===== src/core/crf_pkg.sv =====
package crf_pkg;

    // Register offsets on the APB side (byte addresses, one word each)
    localparam logic [11:0] OFF_ACC = 12'h000;
    localparam logic [11:0] OFF_IDX_X = 12'h004;
    localparam logic [11:0] OFF_IDX_Y = 12'h008;
    localparam logic [11:0] OFF_STACK = 12'h00c;
    localparam logic [11:0] OFF_FLAGS = 12'h010;
    localparam logic [11:0] OFF_PAIR = 12'h014;
    localparam logic [11:0] OFF_STATUS = 12'h018;

    // Flag positions in the processor_flag_word
    localparam int FLAG_C = 0;
    localparam int FLAG_Z = 1;
    localparam int FLAG_I = 2;
    localparam int FLAG_H = 3;
    localparam int FLAG_B = 4;
    localparam int FLAG_G = 5;
    localparam int FLAG_V = 6;
    localparam int FLAG_N = 7;

    // Status register fields
    localparam int STAT_FAULT = 0;
    localparam int STAT_GRANT = 1;

    // Reset values
    localparam logic [7:0] RST_ACC = 8'h00;
    localparam logic [7:0] RST_IDX = 8'h00;
    localparam logic [7:0] RST_STACK = 8'h00;
    localparam logic [7:0] RST_FLAGS = 8'h00;
    localparam logic [15:0] RST_ADDR = 16'h0000;

    // Stack window and frame sizes
    localparam logic [7:0] STACK_TOP = 8'hbf;
    localparam logic [7:0] CALL_FRAME = 8'h02;
    localparam logic [7:0] IRQ_FRAME = 8'h03;

    typedef enum logic [5:0] {
        OP_NOP, OP_LDA, OP_LDX, OP_LDY, OP_LDYA,
        OP_ADC, OP_SBC, OP_CMPA, OP_AND, OP_OR, OP_EOR,
        OP_ASL, OP_LSR, OP_ROL, OP_ROR,
        OP_INCX, OP_DECX, OP_INCY, OP_DECY, OP_CMPX, OP_CMPY,
        OP_BITT, OP_EI, OP_DI, OP_SELECT_UPPER_PAGE_INSTR, OP_SELECT_ZERO_PAGE_INSTR, OP_CLEAR_OVERFLOW_INSTR,
        OP_SETC, OP_CLRC, OP_BRK, OP_CALL, OP_RET, OP_IRQ, OP_RETI,
        OP_IDXA, OP_DIRA, OP_LDSP
    } crf_op_t;

    typedef enum logic {IDX_X, IDX_Y} crf_idx_t;

    typedef struct packed {
        crf_op_t op;
        crf_idx_t idx;
        logic [7:0] operand;
        logic [7:0] operand_hi;
        logic [15:0] base;
    } crf_cmd_t;

    typedef struct packed {
        logic [7:0] acc;
        logic [7:0] x;
        logic [7:0] y;
        logic [7:0] sp;
        logic [7:0] processor_flag_word;
        logic [15:0] pair;
        logic [15:0] eff_addr;
    } crf_state_t;

endpackage : crf_pkg


===== src/core/crf_core_regs.sv =====
// Behaviour
// - Eight-bit accumulator for arithmetic and transfers
// - Accumulator plus Y form one 16-bit pair
// - Indexed address is base plus X or Y
// - X and Y increment, decrement, compare, load
// - Eight-bit stack pointer names next save slot
// - Stack lives between 00H and 0BFH
// - Calls and interrupts move the stack pointer
// - Carry takes ALU carry, shifts and rotates
// - Zero set on zero result, else cleared
// - Interrupt flag low blocks all but break
// - Interrupt flag cleared on service, set/clear instrs
// - Half carry from bit 3, cleared by clear-overflow
// - Break flag set by software break
// - Direct page flag picks page 0 or 1
// - Upper page instr sets, zero page clears
// - Overflow on signed result beyond 7FH/80H
// - Clear-overflow clears V, as can arithmetic; no set-V instr
// - Bit test copies operand bit 6 to V
// - Negative follows result bit 7
// - Bit test copies operand bit 7 to N
module crf_core_regs (
    input wire logic CORE_CLK,
    input wire logic RST_N,
    input wire crf_pkg::crf_cmd_t DEC_CMD,
    input wire logic IRQ_REQ,
    output crf_pkg::crf_state_t CORE_STATE,
    output logic IRQ_GRANT,
    input wire logic PSEL,
    input wire logic PENABLE,
    input wire logic PWRITE,
    input wire logic [11:0] PADDR,
    input wire logic [31:0] PWDATA,
    output logic [31:0] PRDATA,
    output logic PREADY,
    output logic PSLVERR
);
    import crf_pkg::*;

    logic [7:0] acc_r;
    logic [7:0] acc_nxt;
    logic [7:0] x_r;
    logic [7:0] x_nxt;
    logic [7:0] y_r;
    logic [7:0] y_nxt;
    logic [7:0] sp_r;
    logic [7:0] sp_nxt;
    logic [7:0] psw_r;
    logic [7:0] psw_nxt;
    logic [15:0] addr_r;
    logic [15:0] addr_nxt;
    logic fault_r;
    logic fault_nxt;
    logic fault_set;
    logic grant_r;
    logic pready_r;
    logic perr_r;
    logic [31:0] prdata_r;

    // Set N and Z from a result byte
    function automatic logic [7:0] with_nz(input logic [7:0] p, input logic [7:0] r);
        logic [7:0] q;
        q = p;
        q[FLAG_N] = r[7];
        q[FLAG_Z] = (r == 8'h00);
        return q;
    endfunction : with_nz

    // Adder operand selection; compares reuse the subtract path
    wire crf_op_t op = DEC_CMD.op;
    wire is_sub = (op == OP_SBC) || (op == OP_CMPA) || (op == OP_CMPX) || (op == OP_CMPY);
    wire is_cmp = (op == OP_CMPA) || (op == OP_CMPX) || (op == OP_CMPY);
    wire [7:0] alu_a = (op == OP_CMPX) ? x_r : ((op == OP_CMPY) ? y_r : acc_r);
    wire [7:0] alu_b = is_sub ? ~DEC_CMD.operand : DEC_CMD.operand;
    wire alu_cin = is_cmp ? 1'b1 : psw_r[FLAG_C];
    wire [8:0] alu_sum = {1'b0, alu_a} + {1'b0, alu_b} + {8'h00, alu_cin};
    wire [4:0] alu_low = {1'b0, alu_a[3:0]} + {1'b0, alu_b[3:0]} + {4'h0, alu_cin};
    wire alu_ovf = (alu_a[7] == alu_b[7]) && (alu_sum[7] != alu_a[7]);

    // Stack arithmetic in nine bits so wrap below zero shows as large
    wire [8:0] sp_dn_call = {1'b0, sp_r} - {1'b0, CALL_FRAME};
    wire [8:0] sp_dn_irq = {1'b0, sp_r} - {1'b0, IRQ_FRAME};
    wire [8:0] sp_up_call = {1'b0, sp_r} + {1'b0, CALL_FRAME};
    wire [8:0] sp_up_irq = {1'b0, sp_r} + {1'b0, IRQ_FRAME};
    wire [8:0] stack_lim = {1'b0, STACK_TOP};

    // Indexed and direct effective addresses
    wire [7:0] idx_val = (DEC_CMD.idx == IDX_Y) ? y_r : x_r;
    wire [15:0] idx_addr = DEC_CMD.base + {8'h00, idx_val};
    wire [15:0] dir_addr = {7'h00, psw_r[FLAG_G], DEC_CMD.operand};

    // APB decode; one wait state, write commits on the ready edge
    wire apb_setup = PSEL && PENABLE && !pready_r;
    wire apb_wr = PSEL && PENABLE && PWRITE && pready_r;
    wire hit_acc = (PADDR == OFF_ACC);
    wire hit_x = (PADDR == OFF_IDX_X);
    wire hit_y = (PADDR == OFF_IDX_Y);
    wire hit_sp = (PADDR == OFF_STACK);
    wire hit_psw = (PADDR == OFF_FLAGS);
    wire hit_pair = (PADDR == OFF_PAIR);
    wire hit_stat = (PADDR == OFF_STATUS);
    wire hit_any = hit_acc || hit_x || hit_y || hit_sp || hit_psw || hit_pair || hit_stat;
    // Stack pointer writes outside the window are refused, not clamped
    wire sp_bad = PWRITE && hit_sp && (PWDATA[7:0] > STACK_TOP);
    wire apb_err = !hit_any || sp_bad;
    wire sp_wr_ok = apb_wr && hit_sp && (PWDATA[7:0] <= STACK_TOP);
    wire [31:0] rd_mux =
        hit_acc ? {24'h000000, acc_r} :
        hit_x ? {24'h000000, x_r} :
        hit_y ? {24'h000000, y_r} :
        hit_sp ? {24'h000000, sp_r} :
        hit_psw ? {24'h000000, psw_r} :
        hit_pair ? {16'h0000, y_r, acc_r} :
        hit_stat ? {30'h0, grant_r, fault_r} : 32'h00000000;

    // Next state of the register set from the decoder command
    always_comb
    begin
        acc_nxt = acc_r;
        x_nxt = x_r;
        y_nxt = y_r;
        sp_nxt = sp_r;
        psw_nxt = psw_r;
        addr_nxt = addr_r;
        fault_set = 1'b0;
        unique case (op)
            OP_NOP:
            begin
                acc_nxt = acc_r;
            end
            OP_LDA:
            begin
                acc_nxt = DEC_CMD.operand;
                psw_nxt = with_nz(psw_r, DEC_CMD.operand);
            end
            OP_LDX:
            begin
                x_nxt = DEC_CMD.operand;
                psw_nxt = with_nz(psw_r, DEC_CMD.operand);
            end
            OP_LDY:
            begin
                y_nxt = DEC_CMD.operand;
                psw_nxt = with_nz(psw_r, DEC_CMD.operand);
            end
            OP_LDYA:
            begin
                // Pair load: Y takes the high byte, flags see all 16 bits
                acc_nxt = DEC_CMD.operand;
                y_nxt = DEC_CMD.operand_hi;
                psw_nxt[FLAG_N] = DEC_CMD.operand_hi[7];
                psw_nxt[FLAG_Z] = ({DEC_CMD.operand_hi, DEC_CMD.operand} == 16'h0000);
            end
            OP_ADC, OP_SBC:
            begin
                acc_nxt = alu_sum[7:0];
                psw_nxt = with_nz(psw_r, alu_sum[7:0]);
                psw_nxt[FLAG_C] = alu_sum[8];
                psw_nxt[FLAG_H] = alu_low[4];
                psw_nxt[FLAG_V] = alu_ovf;
            end
            OP_CMPA, OP_CMPX, OP_CMPY:
            begin
                // Compare leaves the operands alone; carry means no borrow
                psw_nxt = with_nz(psw_r, alu_sum[7:0]);
                psw_nxt[FLAG_C] = alu_sum[8];
            end
            OP_AND:
            begin
                acc_nxt = acc_r & DEC_CMD.operand;
                psw_nxt = with_nz(psw_r, acc_r & DEC_CMD.operand);
            end
            OP_OR:
            begin
                acc_nxt = acc_r | DEC_CMD.operand;
                psw_nxt = with_nz(psw_r, acc_r | DEC_CMD.operand);
            end
            OP_EOR:
            begin
                acc_nxt = acc_r ^ DEC_CMD.operand;
                psw_nxt = with_nz(psw_r, acc_r ^ DEC_CMD.operand);
            end
            OP_ASL, OP_ROL:
            begin
                acc_nxt = {acc_r[6:0], (op == OP_ROL) && psw_r[FLAG_C]};
                psw_nxt = with_nz(psw_r, {acc_r[6:0], (op == OP_ROL) && psw_r[FLAG_C]});
                psw_nxt[FLAG_C] = acc_r[7];
            end
            OP_LSR, OP_ROR:
            begin
                acc_nxt = {(op == OP_ROR) && psw_r[FLAG_C], acc_r[7:1]};
                psw_nxt = with_nz(psw_r, {(op == OP_ROR) && psw_r[FLAG_C], acc_r[7:1]});
                psw_nxt[FLAG_C] = acc_r[0];
            end
            OP_INCX:
            begin
                x_nxt = x_r + 8'h01;
                psw_nxt = with_nz(psw_r, x_r + 8'h01);
            end
            OP_DECX:
            begin
                x_nxt = x_r - 8'h01;
                psw_nxt = with_nz(psw_r, x_r - 8'h01);
            end
            OP_INCY:
            begin
                y_nxt = y_r + 8'h01;
                psw_nxt = with_nz(psw_r, y_r + 8'h01);
            end
            OP_DECY:
            begin
                y_nxt = y_r - 8'h01;
                psw_nxt = with_nz(psw_r, y_r - 8'h01);
            end
            OP_BITT:
            begin
                // Z from the masked value, N and V straight from memory
                psw_nxt[FLAG_Z] = ((acc_r & DEC_CMD.operand) == 8'h00);
                psw_nxt[FLAG_V] = DEC_CMD.operand[6];
                psw_nxt[FLAG_N] = DEC_CMD.operand[7];
            end
            OP_EI:
            begin
                psw_nxt[FLAG_I] = 1'b1;
            end
            OP_DI:
            begin
                psw_nxt[FLAG_I] = 1'b0;
            end
            OP_SELECT_UPPER_PAGE_INSTR:
            begin
                psw_nxt[FLAG_G] = 1'b1;
            end
            OP_SELECT_ZERO_PAGE_INSTR:
            begin
                psw_nxt[FLAG_G] = 1'b0;
            end
            OP_CLEAR_OVERFLOW_INSTR:
            begin
                psw_nxt[FLAG_V] = 1'b0;
                psw_nxt[FLAG_H] = 1'b0;
            end
            OP_SETC:
            begin
                psw_nxt[FLAG_C] = 1'b1;
            end
            OP_CLRC:
            begin
                psw_nxt[FLAG_C] = 1'b0;
            end
            OP_BRK:
            begin
                // Break is never masked; it frames like an interrupt
                sp_nxt = sp_dn_irq[7:0];
                fault_set = (sp_dn_irq > stack_lim);
                psw_nxt[FLAG_B] = 1'b1;
                psw_nxt[FLAG_I] = 1'b0;
            end
            OP_CALL:
            begin
                sp_nxt = sp_dn_call[7:0];
                fault_set = (sp_dn_call > stack_lim);
            end
            OP_RET:
            begin
                sp_nxt = sp_up_call[7:0];
                fault_set = (sp_up_call > stack_lim);
            end
            OP_IRQ:
            begin
                // Return address plus flag word go on the stack
                sp_nxt = sp_dn_irq[7:0];
                fault_set = (sp_dn_irq > stack_lim);
                psw_nxt[FLAG_I] = 1'b0;
            end
            OP_RETI:
            begin
                sp_nxt = sp_up_irq[7:0];
                fault_set = (sp_up_irq > stack_lim);
                psw_nxt = DEC_CMD.operand;
            end
            OP_IDXA:
            begin
                addr_nxt = idx_addr;
            end
            OP_DIRA:
            begin
                addr_nxt = dir_addr;
            end
            OP_LDSP:
            begin
                // Start value comes from software; reset only loads RST_STACK (00H)
                sp_nxt = DEC_CMD.operand;
                fault_set = (DEC_CMD.operand > STACK_TOP);
            end
            default:
            begin
                acc_nxt = acc_r;
            end
        endcase
        // A bus write lands after the decoder and so overrides it
        if (apb_wr && hit_acc)
        begin
            acc_nxt = PWDATA[7:0];
        end
        if (apb_wr && hit_x)
        begin
            x_nxt = PWDATA[7:0];
        end
        if (apb_wr && hit_y)
        begin
            y_nxt = PWDATA[7:0];
        end
        if (apb_wr && hit_pair)
        begin
            acc_nxt = PWDATA[7:0];
            y_nxt = PWDATA[15:8];
        end
        if (sp_wr_ok)
        begin
            sp_nxt = PWDATA[7:0];
        end
        if (apb_wr && hit_psw)
        begin
            psw_nxt = PWDATA[7:0];
        end
    end

    // Sticky stack fault: write one to clear, a new fault wins
    assign fault_nxt = fault_set || (fault_r && !(apb_wr && hit_stat && PWDATA[STAT_FAULT]));

    // Architectural registers
    always_ff @(posedge CORE_CLK or negedge RST_N)
    begin
        if (!RST_N)
        begin
            acc_r <= RST_ACC;
            x_r <= RST_IDX;
            y_r <= RST_IDX;
            sp_r <= RST_STACK;
            psw_r <= RST_FLAGS;
            addr_r <= RST_ADDR;
        end
        else
        begin
            acc_r <= acc_nxt;
            x_r <= x_nxt;
            y_r <= y_nxt;
            sp_r <= sp_nxt;
            psw_r <= psw_nxt;
            addr_r <= addr_nxt;
        end
    end

    // Interrupt gate and fault flag
    always_ff @(posedge CORE_CLK or negedge RST_N)
    begin
        if (!RST_N)
        begin
            grant_r <= 1'b0;
            fault_r <= 1'b0;
        end
        else
        begin
            grant_r <= IRQ_REQ && psw_r[FLAG_I];
            fault_r <= fault_nxt;
        end
    end

    // APB answer: ready, error and read data all registered
    always_ff @(posedge CORE_CLK or negedge RST_N)
    begin
        if (!RST_N)
        begin
            pready_r <= 1'b0;
            perr_r <= 1'b0;
            prdata_r <= 32'h00000000;
        end
        else
        begin
            pready_r <= apb_setup;
            perr_r <= apb_setup && apb_err;
            prdata_r <= (apb_setup && !PWRITE) ? rd_mux : 32'h00000000;
        end
    end

    // Outputs are flops or plain concatenations of flops
    assign CORE_STATE.acc = acc_r;
    assign CORE_STATE.x = x_r;
    assign CORE_STATE.y = y_r;
    assign CORE_STATE.sp = sp_r;
    assign CORE_STATE.processor_flag_word = psw_r;
    assign CORE_STATE.pair = {y_r, acc_r};
    assign CORE_STATE.eff_addr = addr_r;
    assign IRQ_GRANT = grant_r;
    assign PRDATA = prdata_r;
    assign PREADY = pready_r;
    assign PSLVERR = perr_r;

endmodule : crf_core_regs


===== config.mk =====
export PLATFORM = sky130hd
export DESIGN_NAME = crf_core_regs
export DESIGN_NICKNAME = d
export VERILOG_FILES = /design/src/core/crf_pkg.sv /design/src/core/crf_core_regs.sv
export SDC_FILE = /design/constraint.sdc
export NUM_CORES = 1
export LEC_CHECK = 0
export BUFFER_PORTS_ARGS = -buffer_cell sky130_fd_sc_hd__buf_2
export CAP_MARGIN = 5
export CORE_MARGIN = 2
export CORE_UTILIZATION = 37
export DETAILED_ROUTE_END_ITERATION = 16
export PLACE_DENSITY = 0.6
export REMOVE_ABC_BUFFERS = 1
export SLEW_MARGIN = 5
export SYNTH_ARGS = -nofsm -noshare
export SYNTH_HDL_FRONTEND = slang
export SYNTH_SLANG_ARGS = --single-unit

===== constraint.sdc =====
create_clock -name CORE_CLK -period 8.6 [get_ports CORE_CLK]
set_clock_uncertainty 0.15 [all_clocks]
set_input_delay 1.29 -clock CORE_CLK [delete_from_list [all_inputs] [get_ports CORE_CLK]]
set_output_delay 1.29 -clock CORE_CLK [all_outputs]
set_load 0.1 [all_outputs]

**Word-level counts from Yosys, hierarchy flattened**

Index checks and enable logic that the tools add are counted.

- Output and inout port bits: 107
- Bits in registers: 76
- Input port bits: 89
- Logic and storage cells: 196

- Mux-type cells: 34
- Reduce and logical (&&, ||, !) cells: 76
- Bitwise logic cells: 4
- Magnitude comparators: 7
- Eq/ne operators: 44
- $add $sub $neg: 13

Operators by type and width:

| operator | count |
|---|---|
| $mux W16 | 7 |
| $eq A6 B5 Y1 const B | 16 |
| $logic_not A8 Y1 | 11 |
| $mux W8 | 11 |
| $pmux W8 S7 | 1 |
| $eq A6 B4 Y1 const B | 8 |
| $pmux W8 S5 | 1 |
| $eq A12 B5 Y1 const B | 3 |
| $gt A9 B8 Y1 const B | 4 |
| $pmux W16 S2 | 1 |
| $pmux W8 S4 | 1 |
| $eq A6 B6 Y1 const B | 5 |
| $eq A12 B4 Y1 const B | 2 |
| $eq A6 B3 Y1 const B | 4 |
| $pmux W8 S3 | 1 |
| $logic_and A1 B1 Y1 | 22 |
| $reduce_bool A4 Y1 | 5 |
| $add A8 B2 Y9 const B | 2 |
| $sub A8 B2 Y9 const B | 2 |
| $add A16 B8 Y16 | 1 |
| $add A8 B1 Y8 const B | 2 |
| $gt A8 B8 Y1 const B | 2 |
| $logic_not A16 Y1 | 1 |
| $sub A8 B1 Y8 const B | 2 |
| 35 further kinds | 63 |

**Depth between registers and ports, before layout**

Gate-level depths: netlist of run 1.

- Depth in word-level cells: 11
- Mapped depth: 17
- Gate-level depth less buffers: 15

**Worst setup path before layout of run 1**

OpenSTA, ideal clock, no wires.

- Path type: input to register
- From: in DEC_CMD[37] (netlist name)
- To: reg psw_r[0]
- Arrival: 4.230 ns
- Stages on the path: 16
- Path slack: 4.095 ns
- Library setup time: 0.125 ns
- Buffers on the path: 2
- Cell sequence: buf_4 buf_4 nand2b_1 a21boi_0 o21ai_2 xnor2_1 fa_1 inv_1 fa_1 nor2b_1 o31a_1 o31a_1 o21ai_0 and3b_1 o21ai_0 mux2_2

- Cells in the longest elaborated chain, start to end: 9
- Elaborated cells on any way between the ends: 29

Ends and longest elaborated chain:

| element | line | RTL |
|---|---|---|
| start, declared | crf_core_regs.sv:25 | `input wire crf_pkg::crf_cmd_t DEC_CMD,` |
| $eq A6 B3 Y1, on equally long branches | crf_core_regs.sv:71, crf_core_regs.sv:126, crf_core_regs.sv:72 |  |
| $logic_or A1 B1 Y1 (3 in a row) | crf_core_regs.sv:71 | `wire is_sub = (op == OP_SBC) \|\| (op == OP_CMPA) \|\| (op == OP_CMPX) \|\| (op == OP_CMPY);` |
| $mux W8 | crf_core_regs.sv:74 | `wire [7:0] alu_b = is_sub ? ~DEC_CMD.operand : DEC_CMD.operand;` |
| $add A8 B8 Y9 | crf_core_regs.sv:76 | `wire [8:0] alu_sum = {1'b0, alu_a} + {1'b0, alu_b} + {8'h00, alu_cin};` |
| $add A9 B1 Y9 | crf_core_regs.sv:76 |  |
| $pmux W1 S6 | crf_core_regs.sv:126 | `unique case (op)` |
| $mux W8 | crf_core_regs.sv:323 | `if (apb_wr && hit_psw)` |
| end signal, assigned | crf_core_regs.sv:350 | `psw_r <= psw_nxt;` |
| end, declared | crf_core_regs.sv:48 | `logic [7:0] psw_r;` |

Parallel ways exist; a longest one is shown, timed or not.
A chain may end at the register's enable or synchronous reset.

**Final worst setup path of run 1**

- From: in DEC_CMD[33] (netlist name)
- To: reg psw_r[1]

- Cells in the longest elaborated chain, start to end: 10
- Elaborated cells on any way between the ends: 46

Ends and longest elaborated chain:

| element | line | RTL |
|---|---|---|
| $eq A6 B3 Y1, on equally long branches | crf_core_regs.sv:71, crf_core_regs.sv:126, crf_core_regs.sv:72 |  |
| $logic_or A1 B1 Y1 (3 in a row) | crf_core_regs.sv:71 |  |
| $mux W8 | crf_core_regs.sv:74 |  |
| $add A8 B8 Y9 | crf_core_regs.sv:76 |  |
| $add A9 B1 Y9 | crf_core_regs.sv:76 |  |
| $logic_not A8 Y1 | crf_core_regs.sv:65 | `q[FLAG_Z] = (r == 8'h00);` |
| $pmux W1 S13 | crf_core_regs.sv:126 |  |
| $mux W8 | crf_core_regs.sv:323 |  |

Parallel ways exist; a longest one is shown, timed or not.

==> results.toml, run 1 <==
[power]
vdd_ir_drop_max_mv = 0.180
leak_pwr_nw = 4.14
cellPowerDensity_nw_per_um2 = 271

[hold_path]
timing.hold.worst.start = "addr_r[12]"
min_delay_worst_endpoint = "addr_r[12]"
worst_hold_path.num_cells = 2
holdCritPathClass = "flip-flop to flip-flop"

[clocking]
ctsHoldBuffers = 0
cts.repair.resized = 0
cts_tree = "done"
post-cts-setup-buffer-count = 0
cts-root-buf = "sky130_fd_sc_hd__clkbuf_16"
cts.clk_slew.worst_paths_ps = 60
cts-buffers-inserted = 9
clk_latency_ps = 350
clock_sink_count = 76
clock_path_buffers = 2
h-tree-depth = 3

[floorplanning]
die-area_um2 = 25300
placement_rows = 56
pin_count = 196
die-height_um = 159
core_area_um2 = 23500
die_w_um = 159
start_util = 0.378

[placement]
gp_routability_congestion = 0.960
preCtsSetupSlack_ps = 3080
place.port_buffers = 163
place_area_um2 = 9550
dp_hpwl_mm = 25.5

[worst_setup_path]
setup.worst_path.class = "primary input to flip-flop"
rr_startpoint = "y_r[0]"
reg2regPathDepth = 13
crit_arrival_ps = 5390
crit_path_max_fanout = 40
endpoint_type_of_the_worst_setup_path = "flip-flop"
reg2reg_to = "psw_r[1]"
worst_ep_required_time_ps = 8730
worst-r2r-setup-slack_ps = 4690
timing.critical_path.from_type = "primary input"

[global_routing]
globalRouteTotalUtil = 0.268
grt.busiest_layer = "met2"
initial_antenna_violation_count = 1
groute.layer.met1.usage = 0.371
grt.met3_usage = 0.0508
global_route.usage.met2 = 0.414
grt_pass1_wl_mm = 53.2
grt_start_max_net_pins = 76
number_of_global_route_vias_before_repair = 8990
gr_overflow_total = 0

[layout]
layout-drive-gt1-share = 0.178
diodes = 0
finish.utilization = 0.419
finalNetCount = 1376
post-route-cell-area_um2 = 9860
areaGrowthSynthToFinish_pct = 10.8

[sta]
clock.fmax_mhz = 190
min_period_over_period = 0.611
relSlewSlack = 0.238
final_period_minus_worst_setup_slack_ps = 5260
unrepaired_setup_endpoints_after_global_routing = "no"
timing.final.setup_violations = 0
setup-tns-final_ps = 0
max_slew.worst_pin.slew_ps = 1140
slew_viol_final = 0
setup_slack_ps = 3340
number_of_hold_violations_in_the_final_report = 0

[drt]
drt-pass1-iter-count = 6
drt-total-wl_mm = 34.9
drc_marker_count_from_the_first_detailed_route_iteration = 1204
drc = 0
vias = 9610
drtAntennaViolNets = 0
route.detailed.wl_per_inst_um = 22.4
vias_per_cell = 6.16

[synthesis]
synth_flop_cell = "sky130_fd_sc_hd__dfrtp_1"
synth-seq-cells = 76
synth_edf_count = 0
synthTopCellsByArea = "sky130_fd_sc_hd__dfrtp_1 21%, sky130_fd_sc_hd__ha_1 6.9%, sky130_fd_sc_hd__nand2_1 4.8%"
synthesis.yosys.warnings = 0
synth_top_cell_area_share = 0.214
yosysTopAreaCell = "sky130_fd_sc_hd__dfrtp_1"
synthesis.instances = 1166
avg_cell_area_syn_um2 = 7.63
yosysSeqAreaShare = 0.214
async_reset_ff_frac = 1.00
yosys.cell_types.count = 93
total_standard_cell_area_after_synthesis_um2 = 8900

[flow_run]
drv.max_cap_violation_count = 0

[outcome]
status = "finished, final reports clean"
cell usage after synthesis (all sizes together), types with 7 or more instances:
master,count
buf,69
and3,13
mux2,12
o221ai,12
nand2b,17
o21ai,74
a221o,13
nand3,32
o2111ai,7
a31oi,16
a211oi,13
a22o,7
ha,49
nand4,17
o31ai,10
nor2b,13
dfrtp,76
a21o,9
a21oi,63
xnor2,41
xor2,14
or3,10
o211ai,23
nand3b,8
a22oi,12
nor3,35
o21a,8
and2,15
nand2,114
nor4,15
a222oi,7
o22ai,16
inv,41
nor2,111
mux2i,14
nor3b,9
clkbuf,56
a221oi,20
worst max-delay path, cell delays in order:
cell and delay (ps):
sky130_fd_sc_hd__buf_2 610, sky130_fd_sc_hd__or2_2 350, sky130_fd_sc_hd__nor2_1 80, sky130_fd_sc_hd__o21ai_2 510
sky130_fd_sc_hd__xnor2_1 180, sky130_fd_sc_hd__fa_1 470, sky130_fd_sc_hd__inv_1 90, sky130_fd_sc_hd__fa_1 200
sky130_fd_sc_hd__nor2b_1 70, sky130_fd_sc_hd__o21ai_0 200, sky130_fd_sc_hd__nor3b_1 290, sky130_fd_sc_hd__o2111ai_1 160
sky130_fd_sc_hd__a2111oi_0 610, sky130_fd_sc_hd__nor3_1 100, sky130_fd_sc_hd__o21ai_1 150
flip-flops by register name, summed over array words and instances (netlist names):
signal and cells:
PRDATA 16, addr_r 16, acc_r 8, psw_r 8, sp_r 8, x_r 8
y_r 8, IRQ_GRANT 1, PREADY 1, PSLVERR 1, fault_r 1
where the power goes:
group | switching [W] | total, W | internal (W)
combinational | 0.00119 | 0.00159 | 0.000401
clock | 0.000166 | 0.000407 | 0.000241
sequential | 0.000250 | 0.000678 | 0.000428
routing by layer:
metal	vias up	routed length (um)	share of wire
met5	-	13	0.00037
met4	2	1070	0.031
met3	81	3200	0.092
met2	544	15800	0.45
met1	4581	14800	0.43
li1	4402	-	-
placed cells by master, fill, tap and decap left out, drive strengths merged, types with 14 or more instances in the layout:
cell,netlist,routed
nor4,15,15
o211ai,23,23
a221oi,20,20
inv,41,42
xnor2,41,41
nand3,32,32
nand4,17,17
nand2b,17,17
o21ai,74,74
mux2i,14,14
xor2,14,14
nand2,114,114
a21oi,63,63
nor2,111,111
dfrtp,76,76
ha,49,49
nor3,35,35
and2,15,15
a31oi,16,16
conb,1,16
buf,69,168
o22ai,16,16
logic make-up (layout without fill, tap and decap cells):
group | after synthesis | after routing | share of synthesized area
xor gates and xnor gates | 56 | 56 | 0.0568
and+or+nand+nor | 435 | 435 | 0.250
muxes | 26 | 26 | 0.0309
buffers and inverters | 166 | 225 | 0.0926
adders and majority gates | 53 | 53 | 0.0768
other | 1 | 16 | 0.000421
AOI/OAI and AO/OA | 353 | 353 | 0.279
DFF | 76 | 76 | 0.214
worst max-delay path by stage:
| stage | start | slack [ps] | end | depth (start not counted) |
|---|---|---|---|---|
| global placement | DEC_CMD[33] | 3170 | psw_r[7] | 13 |
| global route | DEC_CMD[37] | 2970 | psw_r[1] | 15 |
| floorplan | DEC_CMD[36] | 4090 | psw_r[0] | 14 |
| finish | DEC_CMD[33] | 3340 | psw_r[1] | 15 |
| detailed placement | DEC_CMD[33] | 3080 | psw_r[1] | 15 |
| CTS | DEC_CMD[33] | 3410 | psw_r[1] | 15 |
area by class of cell:
cell class              count  area [um^2]
well taps                 319          399
multi-input cells         939         6240
clock inverters             5         58.8
repair buffers            168          856
clock buffers              11          253
fillers                  2509        13700
flip-flops and latches     76         1900
inverters                  41          154
stage by stage:
stage	power [W]	std cells	hold slack, ps
floorplan	0.00184	1056	415
global placement	0.00224	1543	307
detailed placement	0.00225	1543	316
CTS	0.00266	1559	329
global route	0.00280	1559	345
finish	0.00268	1559	323
(Power assumes the default switching activity.)
==> run 2, diff against run 1 <==
==> constraint.sdc (replaced) <==
create_clock -name CORE_CLK -period 4.9 [get_ports CORE_CLK]
set_clock_uncertainty 0.15 [all_clocks]
set_input_delay 0.735 -clock CORE_CLK [delete_from_list [all_inputs] [get_ports CORE_CLK]]
set_output_delay 0.735 -clock CORE_CLK [all_outputs]
set_load 0.1 [all_outputs]
==> results.toml, run 2 (synthesized netlist as in run 1, its figures left out) <==
[global_routing]
grt_pass1_wl_mm = 53.0
initial_antenna_violation_count = 1
number_of_global_route_vias_before_repair = 8881
grt.met3_usage = 0.0477
gr_overflow_total = 0
grt.busiest_layer = "met2"
grt_start_max_net_pins = 77
groute.layer.met1.usage = 0.369
global_route.usage.met2 = 0.407
globalRouteTotalUtil = 0.266

[sta]
min_period_over_period = 0.838
unrepaired_setup_endpoints_after_global_routing = "no"
setup-tns-final_ps = 0
max_slew.worst_pin.slew_ps = 1040
timing.final.setup_violations = 0
slew_viol_final = 0
clock.fmax_mhz = 243
relSlewSlack = 0.305
number_of_hold_violations_in_the_final_report = 0
final_period_minus_worst_setup_slack_ps = 4110

[power]
leak_pwr_nw = 4.24
vdd_ir_drop_max_mv = 0.324
cellPowerDensity_nw_per_um2 = 469
total_power_w = 0.00470

[clocking]
clock_path_buffers = 2
post-cts-setup-buffer-count = 0
cts.clk_slew.worst_paths_ps = 60
ctsHoldBuffers = 0
clk_latency_ps = 350
h-tree-depth = 3
cts.repair.resized = 0
clock_sink_count = 76
cts_tree = "done"
cts-buffers-inserted = 9
cts-root-buf = "sky130_fd_sc_hd__clkbuf_16"

[layout]
layout_common_cells = "162 x sky130_fd_sc_hd__buf_2, 113 x sky130_fd_sc_hd__nand2_1, 108 x sky130_fd_sc_hd__nor2_1"
layout.cells.most_common = "sky130_fd_sc_hd__buf_2"
areaGrowthSynthToFinish_pct = 12.4
layout-drive-gt1-share = 0.190
finalNetCount = 1395
post-route-cell-area_um2 = 10000

[worst_setup_path]
crit_path_max_fanout = 22
kind_of_cell_adding_the_most_delay_to_the_critical_path = "compound AO/OA/AOI/OAI gates"
worst_ep_required_time_ps = 5020
slowest_stage_delay_on_critical_path_ps = 550
timing.critical_path.from_type = "primary input"
setup.worst_path.class = "primary input to flip-flop"
critPathMostFrequentCell = "sky130_fd_sc_hd__a21oi_1"
cp.buffers_inverters = 2
critical-path-slowest-cell = "sky130_fd_sc_hd__a2111oi_0"
crit_arrival_ps = 4230
endpoint_type_of_the_worst_setup_path = "flip-flop"
path_cells = "buf_2 > nor4b_2 > nand2_1 > buf_4 > nor2_1 > a21oi_1 > a21oi_1 > ha_1 > a211o_1 > a211oi_1 > o21ai_0 > a21o_1 > a2111oi_0 > nor3_1 > o21ai_1"

[hold_path]
holdCritPathClass = "flip-flop to flip-flop"

[floorplanning]
pin_count = 196
die-height_um = 159
core_area_um2 = 23500
placement_rows = 56
die_w_um = 159
die-area_um2 = 25300
start_util = 0.378

[placement]
place.port_buffers = 163
dp_hpwl_mm = 25.6
gp_routability_congestion = 0.952
place_area_um2 = 9690

[drt]
vias = 9642
drt-total-wl_mm = 34.8
drtAntennaViolNets = 0
drc_marker_count_from_the_first_detailed_route_iteration = 1047
route.detailed.wl_per_inst_um = 22.0
drt-pass1-iter-count = 6
drc = 0
vias_per_cell = 6.10

[flow_run]
drv.max_cap_violation_count = 0

[outcome]
status = "finished, final reports clean"
==> run 2: area by class of cell <==
class | instances | area, um^2
Multi-Input combinational cell | 939 | 6240
Inverter | 41 | 154
Timing Repair Buffer | 187 | 998
Clock buffer | 12 | 256
Fill cell | 2457 | 13500
Tap cell | 319 | 399
Antenna cell | 2 | 5.00
Sequential cell | 76 | 1900
Clock inverter | 4 | 56.3
==> run 2: metrics by stage <==
stage	setup WS, ps	util	hold WS, ps	std cells
6_report	792	0.425	326	1580
3_3_place_gp	529	0.412	309	1562
4_1_cts	849	0.425	331	1578
2_1_floorplan	525	-	289	1056
5_1_grt	591	0.425	349	1579
3_5_place_dp	496	0.412	317	1562
==> run 2: power by group <==
| group | internal [W] | switching [W] | total (W) |
|---|---|---|---|
| Sequential | 0.000752 | 0.000397 | 0.00115 |
| Combinational | 0.000719 | 0.00212 | 0.00284 |
| Clock | 0.000426 | 0.000280 | 0.000706 |
==> run 2: metal layers <==
layer | up-vias | share of wire | wire length [um]
met4 | 0 | 0.040 | 1380
met1 | 4537 | 0.42 | 14600
met5 | - | 0 | 0
met3 | 87 | 0.098 | 3410
met2 | 575 | 0.44 | 15400
li1 | 4443 | - | -
==> run 2: tightest hold or removal path, stage by stage, from the launching register on <==
cell                      delay [ps]
sky130_fd_sc_hd__dfrtp_1         340
sky130_fd_sc_hd__nand2_1          50
sky130_fd_sc_hd__o31ai_1          60
==> run 2: path summary, 6_finish.rpt <==
kind / slack, ps / cells past startpoint / start / to
worst max-delay path: 790 / 15 / DEC_CMD[35] / psw_r[1]
worst min-delay path: 330 / 2 / addr_r[14] / addr_r[14]
worst max register to register: 1370 / 8 / sp_r[2] / fault_r
worst min register to register: 330 / 2 / addr_r[14] / addr_r[14]
max in group asynchronous: 3510 / 1 / RST_N / x_r[5]
min in group asynchronous: 380 / 1 / RST_N / addr_r[8]
